===== config.mk =====
export PLATFORM = sky130hd
export DESIGN_NAME = lsor_device_flat
export DESIGN_NICKNAME = d
export VERILOG_FILES = /design/src/lsor_pkg.sv /design/src/lsor_link_if.sv /design/src/lsor_device.sv /design/src/flat_wrapper.sv
export SDC_FILE = /design/constraint.sdc
export NUM_CORES = 1
export LEC_CHECK = 0
export ABC_CLOCK_PERIOD_IN_PS = 5100
export BUFFER_PORTS_ARGS = -buffer_cell sky130_fd_sc_hd__buf_2
export CORE_AREA = 5 5 150 152
export CTS_CLUSTER_DIAMETER = 120
export DETAILED_ROUTE_END_ITERATION = 8
export DIE_AREA = 0 0 155 157
export PLACE_DENSITY = 0.87
export SYNTH_ARGS = -nofsm -noshare
export SYNTH_HDL_FRONTEND = slang
export SYNTH_SLANG_ARGS = --single-unit

===== constraint.sdc =====
create_clock -name I_CLK -period 5.1 [get_ports I_CLK]
set_input_delay 0.255 -clock I_CLK [delete_from_list [all_inputs] [get_ports I_CLK]]
set_output_delay 0.255 -clock I_CLK [all_outputs]
set_load 0.01 [all_outputs]

===== src/lsor_pkg.sv =====
// Purpose: Shared constants, types and helpers for the status and parameter readout link
// Assumes: Both ends run on one clock; bytes move one per cycle on the link
// Notes: Checksums are the classic carry-wrapped sum, inverted, over data bytes only

package lsor_pkg;

  ////////////////////////////////////////////////////////////////////////////////
  // Identifiers and command bytes
  localparam logic [7:0] ID_MASTER_REQ = 8'h3c;
  localparam logic [7:0] ID_SLAVE_RESP = 8'h7d;
  localparam logic [7:0] APP_CMD = 8'h80;
  localparam logic [7:0] FILL_BYTE = 8'hff;
  localparam logic CMD_MARK = 1'h1;
  localparam logic [6:0] CMD_FULL_STATUS = 7'h01;
  localparam logic [6:0] CMD_PARAM_READ = 7'h02;
  localparam logic FS_FIXED_ONE = 1'h1;
  localparam logic [1:0] FS_PAD_ZERO = 2'h0;

  ////////////////////////////////////////////////////////////////////////////////
  // Frame lengths (data bytes, checksum excluded except in PREP_BYTES, PREP7_LEN and PREP8_LEN)
  localparam int RESP_BYTES = 8;
  localparam int PREP_BYTES = 9;
  localparam logic [3:0] RESP_LEN = 4'h8;
  localparam logic [3:0] STATUS_LEN = 4'h2;
  localparam logic [3:0] PREP7_LEN = 4'h3;
  localparam logic [3:0] PREP8_LEN = 4'h9;
  localparam int PREP8_FILL_FIRST = 3;
  localparam int PREP8_FILL_LAST = 7;

  ////////////////////////////////////////////////////////////////////////////////
  // Parameter memory layout
  localparam int OTP_DEPTH = 10;
  localparam int OTP_AW = 4;
  localparam int OTP_DIRECT_LAST = 4;
  localparam int OTP_MAIN_LO = 5;
  localparam int OTP_MAIN_HI = 6;
  localparam int OTP_TAIL = 7;
  localparam int OTP_ALT_LO = 8;
  localparam int OTP_ALT_HI = 9;

  ////////////////////////////////////////////////////////////////////////////////
  // Flag set vector positions
  localparam int FS_TW = 0;
  localparam int FS_TSD = 1;
  localparam int FS_UV = 2;
  localparam int FS_SL = 3;
  localparam int FS_VDD = 4;
  localparam int FS_W = 5;

  localparam int HOST_TIMEOUT = 32;

  typedef enum {PEND_NONE, PEND_FULL, PEND_PARAM} lsor_pend_t;
  typedef enum logic [1:0] {HCMD_STATUS, HCMD_PARAM7, HCMD_PARAM8, HCMD_FULL7} lsor_hcmd_t;

  function automatic logic [7:0] csum_add(input logic [7:0] acc, input logic [7:0] b);
    logic [8:0] s;
    s = {1'h0, acc} + {1'h0, b};
    return s[7:0] + {7'h00, s[8]};
  endfunction

  function automatic logic [7:0] prot_id(input logic [5:0] id);
    logic p0;
    logic p1;
    p0 = id[0] ^ id[1] ^ id[2] ^ id[4];
    p1 = ~(id[1] ^ id[3] ^ id[4] ^ id[5]);
    return {p1, p0, id};
  endfunction

endpackage


===== src/lsor_link_if.sv =====
// Purpose: Byte level link between bus master and slave node
// Assumes: Same clock on both ends; strobes are one-cycle pulses
// Notes: m_* driven by the master, s_* by the slave

`timescale 1ns/1ps
`default_nettype none

interface lsor_link_if;
  logic m_hdr;
  logic m_dat;
  logic m_end;
  logic [7:0] m_byte;
  logic s_dat;
  logic s_last;
  logic [7:0] s_byte;

  modport device (input m_hdr, m_dat, m_end, m_byte, output s_dat, s_last, s_byte);
  modport host (output m_hdr, m_dat, m_end, m_byte, input s_dat, s_last, s_byte);
endinterface

`default_nettype wire


===== src/lsor_device.sv =====
// Purpose: Slave node end: serves status, full-status and parameter memory readouts
// Assumes: Link strobes come from logic on I_CLK, so no synchroniser is used
// Notes: Only the second full-status response is produced by this block

`timescale 1ns/1ps
`default_nettype none

// Notes on behaviour
// - Full response: address, positions high first, secure low
// - Bytes 7 and 8 pack stall parameters
// - Readout answers only after a matching preparing frame
// - Memory readout uses the indirect response identifier
// - Master sends type 7 then reading frame
// - Type 7 layout: direct id, command, address
// - Master sends type 8 then reading frame
// - Type 8 layout: request id, app command, fill
// - Readout bytes 1-5 and 8 from memory
// - Bytes 6 and 7 chosen by select bit
// - Quick status read clears five fault flags
// - Open-coil-only defect clears on quick read
// - Short-coil defect clears only on full read
// - Quick status: two bytes on direct id
// - Quick status byte layout with address, flags
module lsor_device #(
  parameter int OTP_DEPTH = lsor_pkg::OTP_DEPTH
) (
  input wire logic I_CLK, // System clock
  input wire logic I_SRST, // Synchronous reset, active high
  lsor_link_if.device link, // Bus side
  input wire logic [6:0] I_NODE_ADDR, // Own node address
  input wire logic [5:0] I_STATUS_ID, // Direct id of the quick status read
  input wire logic [5:0] I_PREP_ID, // Direct id of type 7 preparing frames
  input wire logic [15:0] I_ACTUAL_POSITION, // Actual position
  input wire logic [15:0] I_TARGET_POSITION, // Target position
  input wire logic [10:0] I_SECURE_POSITION, // Secure position
  input wire logic I_SECURE_POSITION_SELECT, // Memory readout source select
  input wire logic [2:0] I_FULL_STEP_STALL_ENABLE, // Stall enable field
  input wire logic I_FULL_DUTY_FLAG, // Full duty flag
  input wire logic I_ABSOLUTE_STALL_FLAG, // Absolute stall flag
  input wire logic [2:0] I_STALL_SAMPLE_COUNT, // Stall sample count
  input wire logic I_FULL_DUTY_STALL_ENABLE, // Full duty stall enable
  input wire logic I_PWM_JITTER_ENABLE, // PWM jitter enable
  input wire logic I_MOTION_SWITCH_STATE, // Motion switch state
  input wire logic [1:0] I_TEMP_INFO, // Temperature info
  input wire logic [lsor_pkg::FS_W-1:0] I_FLAG_SET, // Fault flag set pulses
  input wire logic I_OPEN_COIL_SET, // Open coil detected pulse
  input wire logic I_SHORT_COIL_SET, // Short coil detected pulse
  input wire logic I_OTP_WE, // Parameter memory write
  input wire logic [lsor_pkg::OTP_AW-1:0] I_OTP_ADDR, // Parameter memory address
  input wire logic [7:0] I_OTP_DATA, // Parameter memory data
  output logic [7:0] O_STATUS, // Fault flags as sent in quick status
  output logic O_FULL_READ_DONE, // Pulse: full-status response started
  output logic O_FRAME_ERR // Pulse: preparing frame dropped on checksum
);

  generate
    if (OTP_DEPTH < lsor_pkg::OTP_DEPTH || OTP_DEPTH > (1 << lsor_pkg::OTP_AW))
    begin : g_bad_depth
      $error("OTP_DEPTH out of range");
    end
  endgenerate

  typedef enum {ST_IDLE, ST_RX, ST_TX} lsor_dstate_t;

  lsor_dstate_t state;
  lsor_pkg::lsor_pend_t pend;
  logic [7:0] otp_mem [OTP_DEPTH];
  logic [7:0] rx_buf [lsor_pkg::PREP_BYTES];
  logic [7:0] tx_buf [lsor_pkg::RESP_BYTES];
  logic [7:0] resp [lsor_pkg::RESP_BYTES];
  logic [3:0] resp_len;
  logic [3:0] rx_cnt;
  logic [3:0] tx_idx;
  logic [3:0] tx_len;
  logic [7:0] acc;
  logic [7:0] acc_prev;
  logic [7:0] rx_last;
  logic rx_type8;
  logic [lsor_pkg::FS_W-1:0] flag;
  logic open_coil;
  logic short_coil;
  logic hdr_prep7;
  logic hdr_prep8;
  logic hdr_read;
  logic hdr_stat;
  logic full_now;
  logic [7:0] status_byte;
  logic prep_done;
  logic cs_ok;
  logic fields_ok;
  logic [6:0] rx_cmd;

  ////////////////////////////////////////////////////////////////////////////////
  // Header decode
  assign hdr_prep7 = link.m_hdr && (link.m_byte == lsor_pkg::prot_id(I_PREP_ID));
  assign hdr_prep8 = link.m_hdr && (link.m_byte == lsor_pkg::ID_MASTER_REQ);
  assign hdr_read = link.m_hdr && (link.m_byte == lsor_pkg::ID_SLAVE_RESP)
                    && (pend != lsor_pkg::PEND_NONE);
  assign hdr_stat = link.m_hdr && (link.m_byte == lsor_pkg::prot_id(I_STATUS_ID));
  assign full_now = hdr_read && (pend == lsor_pkg::PEND_FULL);

  assign status_byte = {flag[lsor_pkg::FS_VDD], flag[lsor_pkg::FS_SL], open_coil | short_coil,
                        flag[lsor_pkg::FS_UV], flag[lsor_pkg::FS_TSD], flag[lsor_pkg::FS_TW],
                        I_TEMP_INFO};

  ////////////////////////////////////////////////////////////////////////////////
  // Response assembly, snapshotted at the header
  always_comb
  begin
    for (int i = 0; i < lsor_pkg::RESP_BYTES; i++)
    begin
      resp[i] = 8'h00;
    end
    resp_len = lsor_pkg::RESP_LEN;
    if (hdr_stat)
    begin
      resp[0] = {I_MOTION_SWITCH_STATE, I_NODE_ADDR};
      resp[1] = status_byte;
      resp_len = lsor_pkg::STATUS_LEN;
    end
    else if (pend == lsor_pkg::PEND_PARAM)
    begin
      for (int i = 0; i <= lsor_pkg::OTP_DIRECT_LAST; i++)
      begin
        resp[i] = otp_mem[i];
      end
      resp[lsor_pkg::OTP_MAIN_LO] = I_SECURE_POSITION_SELECT ? otp_mem[lsor_pkg::OTP_ALT_LO]
                                                             : otp_mem[lsor_pkg::OTP_MAIN_LO];
      resp[lsor_pkg::OTP_MAIN_HI] = I_SECURE_POSITION_SELECT ? otp_mem[lsor_pkg::OTP_ALT_HI]
                                                             : otp_mem[lsor_pkg::OTP_MAIN_HI];
      resp[lsor_pkg::OTP_TAIL] = otp_mem[lsor_pkg::OTP_TAIL];
    end
    else
    begin
      resp[0] = {lsor_pkg::CMD_MARK, I_NODE_ADDR};
      resp[1] = I_ACTUAL_POSITION[15:8];
      resp[2] = I_ACTUAL_POSITION[7:0];
      resp[3] = I_TARGET_POSITION[15:8];
      resp[4] = I_TARGET_POSITION[7:0];
      resp[5] = I_SECURE_POSITION[7:0];
      resp[6] = {I_FULL_STEP_STALL_ENABLE, lsor_pkg::FS_FIXED_ONE, I_FULL_DUTY_FLAG,
                 I_SECURE_POSITION[10:8]};
      resp[7] = {I_ABSOLUTE_STALL_FLAG, lsor_pkg::FS_PAD_ZERO, I_STALL_SAMPLE_COUNT,
                 I_FULL_DUTY_STALL_ENABLE, I_PWM_JITTER_ENABLE};
    end
  end

  ////////////////////////////////////////////////////////////////////////////////
  // Frame engine; a header always restarts it because the master owns the bus
  always_ff @(posedge I_CLK)
  begin
    if (I_SRST)
    begin
      state <= ST_IDLE;
      tx_idx <= 4'h0;
      tx_len <= 4'h0;
      acc <= 8'h00;
      acc_prev <= 8'h00;
      rx_cnt <= 4'h0;
      rx_last <= 8'h00;
      rx_type8 <= 1'h0;
      link.s_dat <= 1'h0;
      link.s_last <= 1'h0;
      link.s_byte <= 8'h00;
    end
    else
    begin
      link.s_dat <= 1'h0;
      link.s_last <= 1'h0;
      if (link.m_hdr)
      begin
        acc <= 8'h00;
        rx_cnt <= 4'h0;
        tx_idx <= 4'h0;
        rx_type8 <= hdr_prep8;
        tx_buf <= resp;
        tx_len <= resp_len;
        if (hdr_prep7 || hdr_prep8)
        begin
          state <= ST_RX;
        end
        else if (hdr_read || hdr_stat)
        begin
          state <= ST_TX;
        end
        else
        begin
          state <= ST_IDLE;
        end
      end
      else
      begin
        case (state)
          ST_RX:
          begin
            if (link.m_dat && rx_cnt < lsor_pkg::PREP8_LEN)
            begin
              acc_prev <= acc;
              acc <= lsor_pkg::csum_add(acc, link.m_byte);
              rx_last <= link.m_byte;
              rx_cnt <= rx_cnt + 4'h1;
            end
            if (link.m_end)
            begin
              state <= ST_IDLE;
            end
          end
          ST_TX:
          begin
            link.s_dat <= 1'h1;
            if (tx_idx == tx_len)
            begin
              link.s_byte <= ~acc;
              link.s_last <= 1'h1;
              state <= ST_IDLE;
            end
            else
            begin
              link.s_byte <= tx_buf[tx_idx[2:0]];
              acc <= lsor_pkg::csum_add(acc, tx_buf[tx_idx[2:0]]);
              tx_idx <= tx_idx + 4'h1;
            end
          end
          default:
          begin
            state <= ST_IDLE;
          end
        endcase
      end
    end
  end

  always_ff @(posedge I_CLK)
  begin
    if (state == ST_RX && link.m_dat && !link.m_hdr && rx_cnt < lsor_pkg::PREP8_LEN)
    begin
      rx_buf[rx_cnt] <= link.m_byte;
    end
  end

  ////////////////////////////////////////////////////////////////////////////////
  // Preparing frame check and pending readout
  assign prep_done = (state == ST_RX) && link.m_end && !link.m_hdr;
  assign cs_ok = (rx_cnt != 4'h0) && (~acc_prev == rx_last);
  assign rx_cmd = rx_type8 ? rx_buf[1][6:0] : rx_buf[0][6:0];

  always_comb
  begin
    if (rx_type8)
    begin
      fields_ok = (rx_cnt == lsor_pkg::PREP8_LEN) && (rx_buf[0] == lsor_pkg::APP_CMD)
                  && (rx_buf[1][7] == lsor_pkg::CMD_MARK)
                  && (rx_buf[2] == {lsor_pkg::CMD_MARK, I_NODE_ADDR});
      for (int i = lsor_pkg::PREP8_FILL_FIRST; i <= lsor_pkg::PREP8_FILL_LAST; i++)
      begin
        fields_ok = fields_ok && (rx_buf[i] == lsor_pkg::FILL_BYTE);
      end
    end
    else
    begin
      fields_ok = (rx_cnt == lsor_pkg::PREP7_LEN) && (rx_buf[0][7] == lsor_pkg::CMD_MARK)
                  && (rx_buf[1] == {lsor_pkg::CMD_MARK, I_NODE_ADDR});
    end
  end

  always_ff @(posedge I_CLK)
  begin
    if (I_SRST)
    begin
      pend <= lsor_pkg::PEND_NONE;
    end
    else if (prep_done && cs_ok)
    begin
      // Another node's frame cancels ours so we never answer for it
      if (fields_ok && rx_cmd == lsor_pkg::CMD_PARAM_READ)
      begin
        pend <= lsor_pkg::PEND_PARAM;
      end
      else if (fields_ok && rx_cmd == lsor_pkg::CMD_FULL_STATUS)
      begin
        pend <= lsor_pkg::PEND_FULL;
      end
      else
      begin
        pend <= lsor_pkg::PEND_NONE;
      end
    end
    else if (hdr_read)
    begin
      pend <= lsor_pkg::PEND_NONE;
    end
  end

  ////////////////////////////////////////////////////////////////////////////////
  // Fault flags; a set pulse in the clearing cycle survives
  always_ff @(posedge I_CLK)
  begin
    if (I_SRST)
    begin
      flag <= '0;
      open_coil <= 1'h0;
      short_coil <= 1'h0;
    end
    else
    begin
      flag <= I_FLAG_SET | (flag & {lsor_pkg::FS_W{~hdr_stat}});
      open_coil <= I_OPEN_COIL_SET | (open_coil & ~hdr_stat & ~full_now);
      short_coil <= I_SHORT_COIL_SET | (short_coil & ~full_now);
    end
  end

  always_ff @(posedge I_CLK)
  begin
    if (I_OTP_WE && int'(I_OTP_ADDR) < OTP_DEPTH)
    begin
      otp_mem[I_OTP_ADDR] <= I_OTP_DATA;
    end
  end

  always_ff @(posedge I_CLK)
  begin
    if (I_SRST)
    begin
      O_STATUS <= 8'h00;
      O_FULL_READ_DONE <= 1'h0;
      O_FRAME_ERR <= 1'h0;
    end
    else
    begin
      O_STATUS <= status_byte;
      O_FULL_READ_DONE <= full_now;
      O_FRAME_ERR <= prep_done && !cs_ok;
    end
  end

endmodule // lsor_device

`default_nettype wire


===== src/flat_wrapper.sv =====
// flat-port wrapper written by rule: the top's interface ports become plain ports
module lsor_device_flat 
#(
  parameter int OTP_DEPTH = lsor_pkg::OTP_DEPTH
)
  (I_CLK, I_SRST, I_NODE_ADDR, I_STATUS_ID, I_PREP_ID, I_ACTUAL_POSITION, I_TARGET_POSITION, I_SECURE_POSITION, I_SECURE_POSITION_SELECT, I_FULL_STEP_STALL_ENABLE, I_FULL_DUTY_FLAG, I_ABSOLUTE_STALL_FLAG, I_STALL_SAMPLE_COUNT, I_FULL_DUTY_STALL_ENABLE, I_PWM_JITTER_ENABLE, I_MOTION_SWITCH_STATE, I_TEMP_INFO, I_FLAG_SET, I_OPEN_COIL_SET, I_SHORT_COIL_SET, I_OTP_WE, I_OTP_ADDR, I_OTP_DATA, O_STATUS, O_FULL_READ_DONE, O_FRAME_ERR, link_m_hdr, link_m_dat, link_m_end, link_m_byte, link_s_dat, link_s_last, link_s_byte);
  lsor_link_if link_i ();
  input wire logic I_CLK;
  input wire logic I_SRST;
  input wire logic [6:0] I_NODE_ADDR;
  input wire logic [5:0] I_STATUS_ID;
  input wire logic [5:0] I_PREP_ID;
  input wire logic [15:0] I_ACTUAL_POSITION;
  input wire logic [15:0] I_TARGET_POSITION;
  input wire logic [10:0] I_SECURE_POSITION;
  input wire logic I_SECURE_POSITION_SELECT;
  input wire logic [2:0] I_FULL_STEP_STALL_ENABLE;
  input wire logic I_FULL_DUTY_FLAG;
  input wire logic I_ABSOLUTE_STALL_FLAG;
  input wire logic [2:0] I_STALL_SAMPLE_COUNT;
  input wire logic I_FULL_DUTY_STALL_ENABLE;
  input wire logic I_PWM_JITTER_ENABLE;
  input wire logic I_MOTION_SWITCH_STATE;
  input wire logic [1:0] I_TEMP_INFO;
  input wire logic [lsor_pkg::FS_W-1:0] I_FLAG_SET;
  input wire logic I_OPEN_COIL_SET;
  input wire logic I_SHORT_COIL_SET;
  input wire logic I_OTP_WE;
  input wire logic [lsor_pkg::OTP_AW-1:0] I_OTP_ADDR;
  input wire logic [7:0] I_OTP_DATA;
  output logic [7:0] O_STATUS;
  output logic O_FULL_READ_DONE;
  output logic O_FRAME_ERR;
  input wire logic [$bits(link_i.m_hdr)-1:0] link_m_hdr;
  input wire logic [$bits(link_i.m_dat)-1:0] link_m_dat;
  input wire logic [$bits(link_i.m_end)-1:0] link_m_end;
  input wire logic [$bits(link_i.m_byte)-1:0] link_m_byte;
  output wire logic [$bits(link_i.s_dat)-1:0] link_s_dat;
  output wire logic [$bits(link_i.s_last)-1:0] link_s_last;
  output wire logic [$bits(link_i.s_byte)-1:0] link_s_byte;
  assign link_i.m_hdr = link_m_hdr;
  assign link_i.m_dat = link_m_dat;
  assign link_i.m_end = link_m_end;
  assign link_i.m_byte = link_m_byte;
  assign link_s_dat = link_i.s_dat;
  assign link_s_last = link_i.s_last;
  assign link_s_byte = link_i.s_byte;
  lsor_device #(.OTP_DEPTH(OTP_DEPTH)) u_core (.I_CLK(I_CLK), .I_SRST(I_SRST), .link(link_i), .I_NODE_ADDR(I_NODE_ADDR), .I_STATUS_ID(I_STATUS_ID), .I_PREP_ID(I_PREP_ID), .I_ACTUAL_POSITION(I_ACTUAL_POSITION), .I_TARGET_POSITION(I_TARGET_POSITION), .I_SECURE_POSITION(I_SECURE_POSITION), .I_SECURE_POSITION_SELECT(I_SECURE_POSITION_SELECT), .I_FULL_STEP_STALL_ENABLE(I_FULL_STEP_STALL_ENABLE), .I_FULL_DUTY_FLAG(I_FULL_DUTY_FLAG), .I_ABSOLUTE_STALL_FLAG(I_ABSOLUTE_STALL_FLAG), .I_STALL_SAMPLE_COUNT(I_STALL_SAMPLE_COUNT), .I_FULL_DUTY_STALL_ENABLE(I_FULL_DUTY_STALL_ENABLE), .I_PWM_JITTER_ENABLE(I_PWM_JITTER_ENABLE), .I_MOTION_SWITCH_STATE(I_MOTION_SWITCH_STATE), .I_TEMP_INFO(I_TEMP_INFO), .I_FLAG_SET(I_FLAG_SET), .I_OPEN_COIL_SET(I_OPEN_COIL_SET), .I_SHORT_COIL_SET(I_SHORT_COIL_SET), .I_OTP_WE(I_OTP_WE), .I_OTP_ADDR(I_OTP_ADDR), .I_OTP_DATA(I_OTP_DATA), .O_STATUS(O_STATUS), .O_FULL_READ_DONE(O_FULL_READ_DONE), .O_FRAME_ERR(O_FRAME_ERR));
endmodule

==> out/qor.yml, run 1 <==
outcome:
  run_status: "finished, final reports clean"
synthesis:
  async_flop_share: 0
  synth_edf_count: 208
  synthesis.nets: 1114
  synth-seq-cells: 274
  synthCells: 975
  syn_avg_cell_area_um2: 12.4
  ys_types: 60
  ys_seq_area_frac: 0.625
  synth_flop_cell: "edfxtp_1"
  yosysWarnings: 0
  netlist_area_mm2: 0.0121
global_routing:
  gr-total-overflow: 0
  grt_pass1_wl_mm: 45.5
  track_usage: 0.240
  grt_pass1_vias: 8309
  antenna_found_initial: 0
  grt_max_degree: 74
placed_design:
  gp_congestion: 0.917
  io_buffers: 128
  hpwl_mm: 19.9
  dpl_cell_area_mm2: 0.0130
clock_network:
  postCtsSetupBuffers: 0
  worstSkewPairLatency_ns: 0.53
  cts.sinks: 274
  ctsHoldBuffers: 8
  postCtsResizedCells: 0
  numCtsBuffers: 28
  htree_levels: 1
  cts_tree: "yes"
  cts-root-buf: "clkbuf_16"
  cts.clk_slew.worst_paths_ns: 0.06
  cts_buffer_depth: 3
sta:
  finalClockSkew_ns: 0.00790
  slew-limit-headroom: 0.327
  fin_setup_tns_ns: 0
  worstMarginPinSlew_ns: 1.00
  setup_viol: 0
  finalHoldViolCount: 0
  period_share: 0.868
  clock.fmax_mhz: 226
  period_needed_ns: 4.42
  slew_viol_final: 0
  rsz0062_at_grt: "false"
final_layout:
  syn2layout_area_growth_pct: 16.5
  antenna-diode-count: 0
  drive_gt1_frac: 0.201
  nNetsFinal: 1247
  fin_area_mm2: 0.0141
  fin_util: 0.675
  n_fill_cell: 1434
setup_path:
  worst_setup_path_start_kind: "flop"
  required_ns: 5.55
  critPathArrivalTime_ns: 4.88
  r2r_cells: 17
  critPathKind: "reg2reg"
  cp-end-kind: "flop"
  crit_fanout: 8
worst_hold_path:
  holdCritPathClass: "in2reg"
  min_delay_path_depth: 3
power_and_ir_drop:
  max-vdd-ir-drop_mv: 0.381
  swShare: 0.203
  switchingPower_w: 0.000992
  power_frac_seq: 0.507
  power.leakage_nw: 5.09
  combPwrFrac: 0.052
  p_clk_frac: 0.440
  internal-power_w: 0.00389
  powerDensity_mw_per_mm2: 346
drt:
  via_per_inst: 5.88
  ant_nets: 0
  drt_iter0_drc: 734
  wl_mm: 29.4
  num_vias: 8245
  wl_per_cell_um: 20.9
  drcViolationCount: 0
  dr.pass1.iters: 5
floorplan:
  fp.dieW_um: 155
  num_rows: 53
  die_area_mm2: 0.0243
  start_util: 0.579
  ioPinCount: 129
  fp.dieH_um: 157
  core_area_mm2: 0.0209
job:
  maxCapViolCount: 0
## worst paths after layout
| check | start | to | slack (ns) |
|---|---|---|---|
| setup / recovery | u_core.tx_idx[0] | u_core.acc[6] | 0.68 |
| hold / removal | I_OPEN_COIL_SET | u_core.open_coil | 0.02 |
| hold reg to reg | u_core.rx_last[5] | u_core.rx_last[5] | 0.47 |
| setup reg to reg | u_core.tx_idx[0] | u_core.acc[6] | 0.68 |
## final cells by class
| cell class | instances | area [um2] | share of cell area |
|---|---|---|---|
| Tap cell | 275 | 344 | 0.0244 |
| Multi-Input combinational cell | 641 | 4340 | 0.308 |
| Clock inverter | 12 | 166 | 0.0118 |
| Timing Repair Buffer | 147 | 803 | 0.0570 |
| Inverter | 16 | 60.1 | 0.00426 |
| Clock buffer | 38 | 822 | 0.0583 |
| Sequential cell | 274 | 7570 | 0.537 |
## worst max-delay path, cell delays in order, from the launching register on
cell,delay (ns)
dfxtp_1,0.54
buf_4,0.25
buf_4,0.22
mux4_2,0.53
mux2_2,0.31
ha_1,0.37
a211oi_1,0.34
o21bai_1,0.13
a21oi_1,0.24
o21bai_1,0.10
a21o_1,0.20
ha_1,0.21
and3_1,0.18
nor3b_1,0.15
nand4_1,0.13
xor2_1,0.18
mux2i_1,0.09
o21ai_0,0.16
## state kept, by name, summed over array words and instances, names as in the netlist, 8 cells and up
register / count
u_core.otp_mem: 80
u_core.rx_buf: 64
u_core.tx_buf: 64
u_core.O_STATUS: 8
u_core.acc: 8
u_core.acc_prev: 8
u_core.link.s_byte: 8
u_core.rx_last: 8
## Yosys cell counts, drive strengths merged, types with 5 or more instances
master | count | area (um2)
ha | 28 | 350
nand2 | 129 | 484
nand4 | 18 | 113
a211oi | 30 | 225
o21ai | 16 | 80.1
nor3b | 5 | 37.5
nand2b | 9 | 56.3
nor4 | 10 | 68.8
nand3b | 5 | 37.5
nand3 | 11 | 55.1
mux2 | 16 | 180
and3 | 7 | 45.1
dfxtp | 66 | 1320
edfxtp | 208 | 6250
buf | 8 | 37.5
a21oi | 77 | 389
nor2b | 15 | 93.8
mux2i | 27 | 270
nor3 | 15 | 75.1
and2 | 11 | 68.8
inv | 16 | 60.1
xnor2 | 38 | 333
mux4 | 16 | 360
xor2 | 30 | 263
nor2 | 81 | 304
or4 | 5 | 40.0
clkbuf | 36 | 135
## logic make-up after synthesis
logic type	count (synthesis)	share of synthesized area
AOI/OAI and AO/OA	153	0.0773
xor gates and xnor gates	69	0.0511
adders and majority gates	30	0.0323
buffers and inverters	60	0.0192
DFF	274	0.625
muxes	59	0.0670
and+or+nand+nor	330	0.128
## stage by stage
step,setup WS (ns),hold WS (ns),instances,power (W)
finish,0.675,0.0193,1403,0.00488
global route,0.343,0.0364,1403,0.00502
CTS,0.668,0.00985,1403,0.00490
detailed placement,0.738,0.463,1345,0.00277
global placement,0.938,0.456,1345,0.00276
floorplan,0.906,0.354,975,0.00264
## cells in the final DEF, fill, tap and decap left out, types with 9 or more instances in the layout
master	instances
a21oi_1	75
nor2b_1	14
nand2b_1	9
buf_2	128
ha_1	28
mux2_2	16
nor2_1	80
mux4_2	16
dfxtp_1	66
xnor2_1	38
edfxtp_1	208
o21ai_0	15
nor3_1	15
nand3_1	11
nand4_1	18
and2_1	11
nand2_1	129
a211oi_1	30
xor2_1	30
buf_4	11
mux2i_1	27
clkbuf_16	31
inv_1	16
## power by group through the flow
stage	logic [W]	clock network [W]	registers [W]
final	0.000256	0.00215	0.00248
after global routing	0.000279	0.00226	0.00248
after CTS	0.000255	0.00217	0.00247
after detailed placement	0.000246	0	0.00252
after global placement	0.000239	0	0.00252
after floorplan	0.000124	0	0.00251
## per-layer routing
metal	global-route usage	wire (um)
met5	0	0
met4	0.0677	868
met3	0.0338	2310
met2	0.417	14800
met1	0.319	11400
Power figures use the tool's default switching activity.
==> run 2: changes to the inputs <==
--- a/config.mk
+++ b/config.mk
@@ -5,12 +5,12 @@
 export SDC_FILE = /design/constraint.sdc
 export NUM_CORES = 1
 export LEC_CHECK = 0
-export ABC_CLOCK_PERIOD_IN_PS = 5100
+export ABC_AREA = 1
 export BUFFER_PORTS_ARGS = -buffer_cell sky130_fd_sc_hd__buf_2
-export CORE_AREA = 5 5 150 152
+export CORE_AREA = 5 5 153 155
 export CTS_CLUSTER_DIAMETER = 120
 export DETAILED_ROUTE_END_ITERATION = 8
-export DIE_AREA = 0 0 155 157
+export DIE_AREA = 0 0 158 160
 export PLACE_DENSITY = 0.87
 export SYNTH_ARGS = -nofsm -noshare
 export SYNTH_HDL_FRONTEND = slang
==> run 2 against run 1 <==
Non-clock buffer count down 3. Sequential share of layout area down 1.2 points. Core utilization down 1.0 points. Sequential power about the same. Clock power down 9.3%. Global-route usage up 1.3 points. Synthesized cell count up 34%. Worst hold slack better by 0.029 ns. Via count up 21%.
==> out/qor.yml, run 2 <==
setup_path:
  required_ns: 5.53
  critPathKind: "reg2reg"
  cp-end-kind: "flop"
  worst_setup_path_start_kind: "flop"
  timing.critical_path.from: "u_core.tx_idx[0]"
  critPathArrivalTime_ns: 4.36
  r2r-start: "u_core.tx_idx[0]"
  crit_fanout: 36
clock_network:
  cts-root-buf: "clkbuf_16"
  htree_levels: 1
  postCtsResizedCells: 0
  worstSkewPairLatency_ns: 0.54
  cts.sinks: 274
  cts_tree: "yes"
  cts.clk_slew.worst_paths_ns: 0.07
  postCtsSetupBuffers: 0
  numCtsBuffers: 28
  cts_buffer_depth: 3
final_layout:
  top_regs: "u_core.otp_mem (80), u_core.rx_buf (64), u_core.tx_buf (64)"
  finalNonFillerCells: 1734
  fin_util: 0.665
  fin_area_mm2: 0.0144
  drive_gt1_frac: 0.147
  area.sequential_mm2: 0.00757
  multiInputGateArea_mm2: 0.00441
  syn2layout_area_growth_pct: 14.1
  n_fill_cell: 1615
  final_common_cell: "nand2_1"
  largest_register: "u_core.otp_mem"
  mostFrequentLayoutCells: "nand2_1 (303), edfxtp_1 (208), nor2_1 (128), buf_2 (128), inv_1 (111)"
  antenna-diode-count: 0
  largest_reg_flops: 80
  nNetsFinal: 1572
drt:
  num_vias: 9956
  wl_mm: 32.3
  drt_iter0_drc: 1027
  drcViolationCount: 0
  wl_per_cell_um: 18.6
  via_per_inst: 5.74
  dr.pass1.iters: 5
  ant_nets: 0
global_routing:
  grtUsageMet1: 0.348
  track_usage: 0.253
  met3_usage: 0.0444
  antenna_found_initial: 0
  gr-total-overflow: 0
  top_usage_layer: "met2"
  met2_usage: 0.411
  grt_pass1_vias: 9517
  grt_max_degree: 70
  grt_pass1_wl_mm: 50.4
placed_design:
  dpl_cell_area_mm2: 0.0135
  gp_congestion: 0.983
  hpwl_mm: 22.3
  io_buffers: 128
  placed_cells: 1674
worst_hold_path:
  min_from: "I_FULL_STEP_STALL_ENABLE[1]"
  holdCritPathClass: "in2reg"
synthesis:
  synthCells: 1308
  netlist_area_mm2: 0.0126
  yosys.area.top_type: "edfxtp_1"
  synth_flop_cell: "edfxtp_1"
  synth_common_cells: "nand2_1 (303), edfxtp_1 (208), nor2_1 (130)"
  async_flop_share: 0
  syn_avg_cell_area_um2: 9.67
  yosysWarnings: 0
  ys_types: 44
  synth_top_cell_area_share: 0.494
  ys_seq_area_frac: 0.599
  synth-seq-cells: 274
  yosys-top-cells-area: "edfxtp_1 (49%), dfxtp_1 (10%), nand2_1 (9.0%), nor2_1 (3.9%), a21oi_1 (3.7%)"
  post-synth-top-count-cell: "nand2_1"
  synth_edf_count: 208
  synthesis.nets: 1447
job:
  maxCapViolCount: 0
sta:
  slew-limit-headroom: 0.194
  clock.fmax_mhz: 255
  finalClockSkew_ns: 0.0185
  fin_setup_tns_ns: 0
  finalHoldViolCount: 0
  worstMarginPinSlew_ns: 1.20
  rsz0062_at_grt: "false"
  setup_viol: 0
  period_share: 0.770
  period_needed_ns: 3.92
  slew_viol_final: 0
power_and_ir_drop:
  powerDensity_mw_per_mm2: 327
  power.leakage_nw: 5.81
  max-vdd-ir-drop_mv: 0.268
floorplan:
  num_rows: 54
  die_area_mm2: 0.0253
  start_util: 0.583
  fp.dieW_um: 158
  core_area_mm2: 0.0217
  ioPinCount: 129
  fp.dieH_um: 160
outcome:
  run_status: "finished, final reports clean"
[run 2: layout make-up]
type                            count  area share
Clock buffer                       43      0.0567
Clock inverter                      8     0.00442
Inverter                          115      0.0299
Multi-Input combinational cell    870       0.306
Sequential cell                   274       0.525
Tap cell                          280      0.0243
Timing Repair Buffer              144      0.0543
[run 2: report_power, final]
part | total (W) | internal [W] | leakage [nW] | switching (W)
clock | 0.00195 | 0.00115 | 0.429 | 0.000807
sequential | 0.00247 | 0.00245 | 2.43 | 0.0000205
combinational | 0.000293 | 0.000103 | 2.95 | 0.000190
[run 2: critical path: stages (launching register included)]
cell and delay (ns):
dfxtp_1 0.33, buf_4 0.30, inv_1 0.45, o21ai_0 0.34, o22ai_1 0.10, nand2_1 0.07
nand2_1 0.09, ha_1 0.24, fa_1 0.47, nand3_1 0.13, nand3_1 0.09, a21oi_1 0.15
o21bai_1 0.10, ha_1 0.20, nand2_1 0.09, nor2_1 0.07, nand3_1 0.12, nand3_1 0.09
nand3_1 0.07, o21ai_0 0.08, o21ai_0 0.15, inv_1 0.06
[run 2: cell families after synthesis]
| kind of cell | Yosys count | synth area share |
|---|---|---|
| AO/OA/AOI/OAI | 246 | 0.110 |
| XOR/XNOR | 28 | 0.0194 |
| adder cells (fa/ha/maj) | 30 | 0.0309 |
| buffers and inverters | 164 | 0.0535 |
| flip-flops | 274 | 0.599 |
| multiplexers | 1 | 0.000792 |
| AND/OR/NAND/NOR | 565 | 0.186 |
[run 2: final timing paths]
kind / endpoint / slack, ns / cells after the start
min: u_core.tx_buf[14] / 0.05 / 3
min reg2reg: u_core.O_STATUS[6] / 0.45 / 2
max reg2reg: u_core.acc[5] / 1.18 / 21
max: u_core.acc[5] / 1.18 / 21
[run 2: metrics by stage]
stage	setup WS, ns	hold WS (ns)	power [W]
global placement	1.47	0.430	0.00279
CTS	1.27	0.0350	0.00473
floorplan	1.28	0.354	0.00266
global route	0.781	0.0605	0.00488
detailed placement	1.33	0.429	0.00280
finish	1.18	0.0481	0.00471
[run 2: timing repair]
item,in CTS,in global routing
hold buffers,9,0
endpoints found under the setup margin,0,0
endpoints found under the hold margin,9,0
[run 2: layer usage]
| layer | wire length [um] | share of wire |
|---|---|---|
| met5 | 0 | 0 |
| met4 | 1120 | 0.035 |
| met3 | 3130 | 0.097 |
| met2 | 15400 | 0.48 |
| met1 | 12700 | 0.39 |
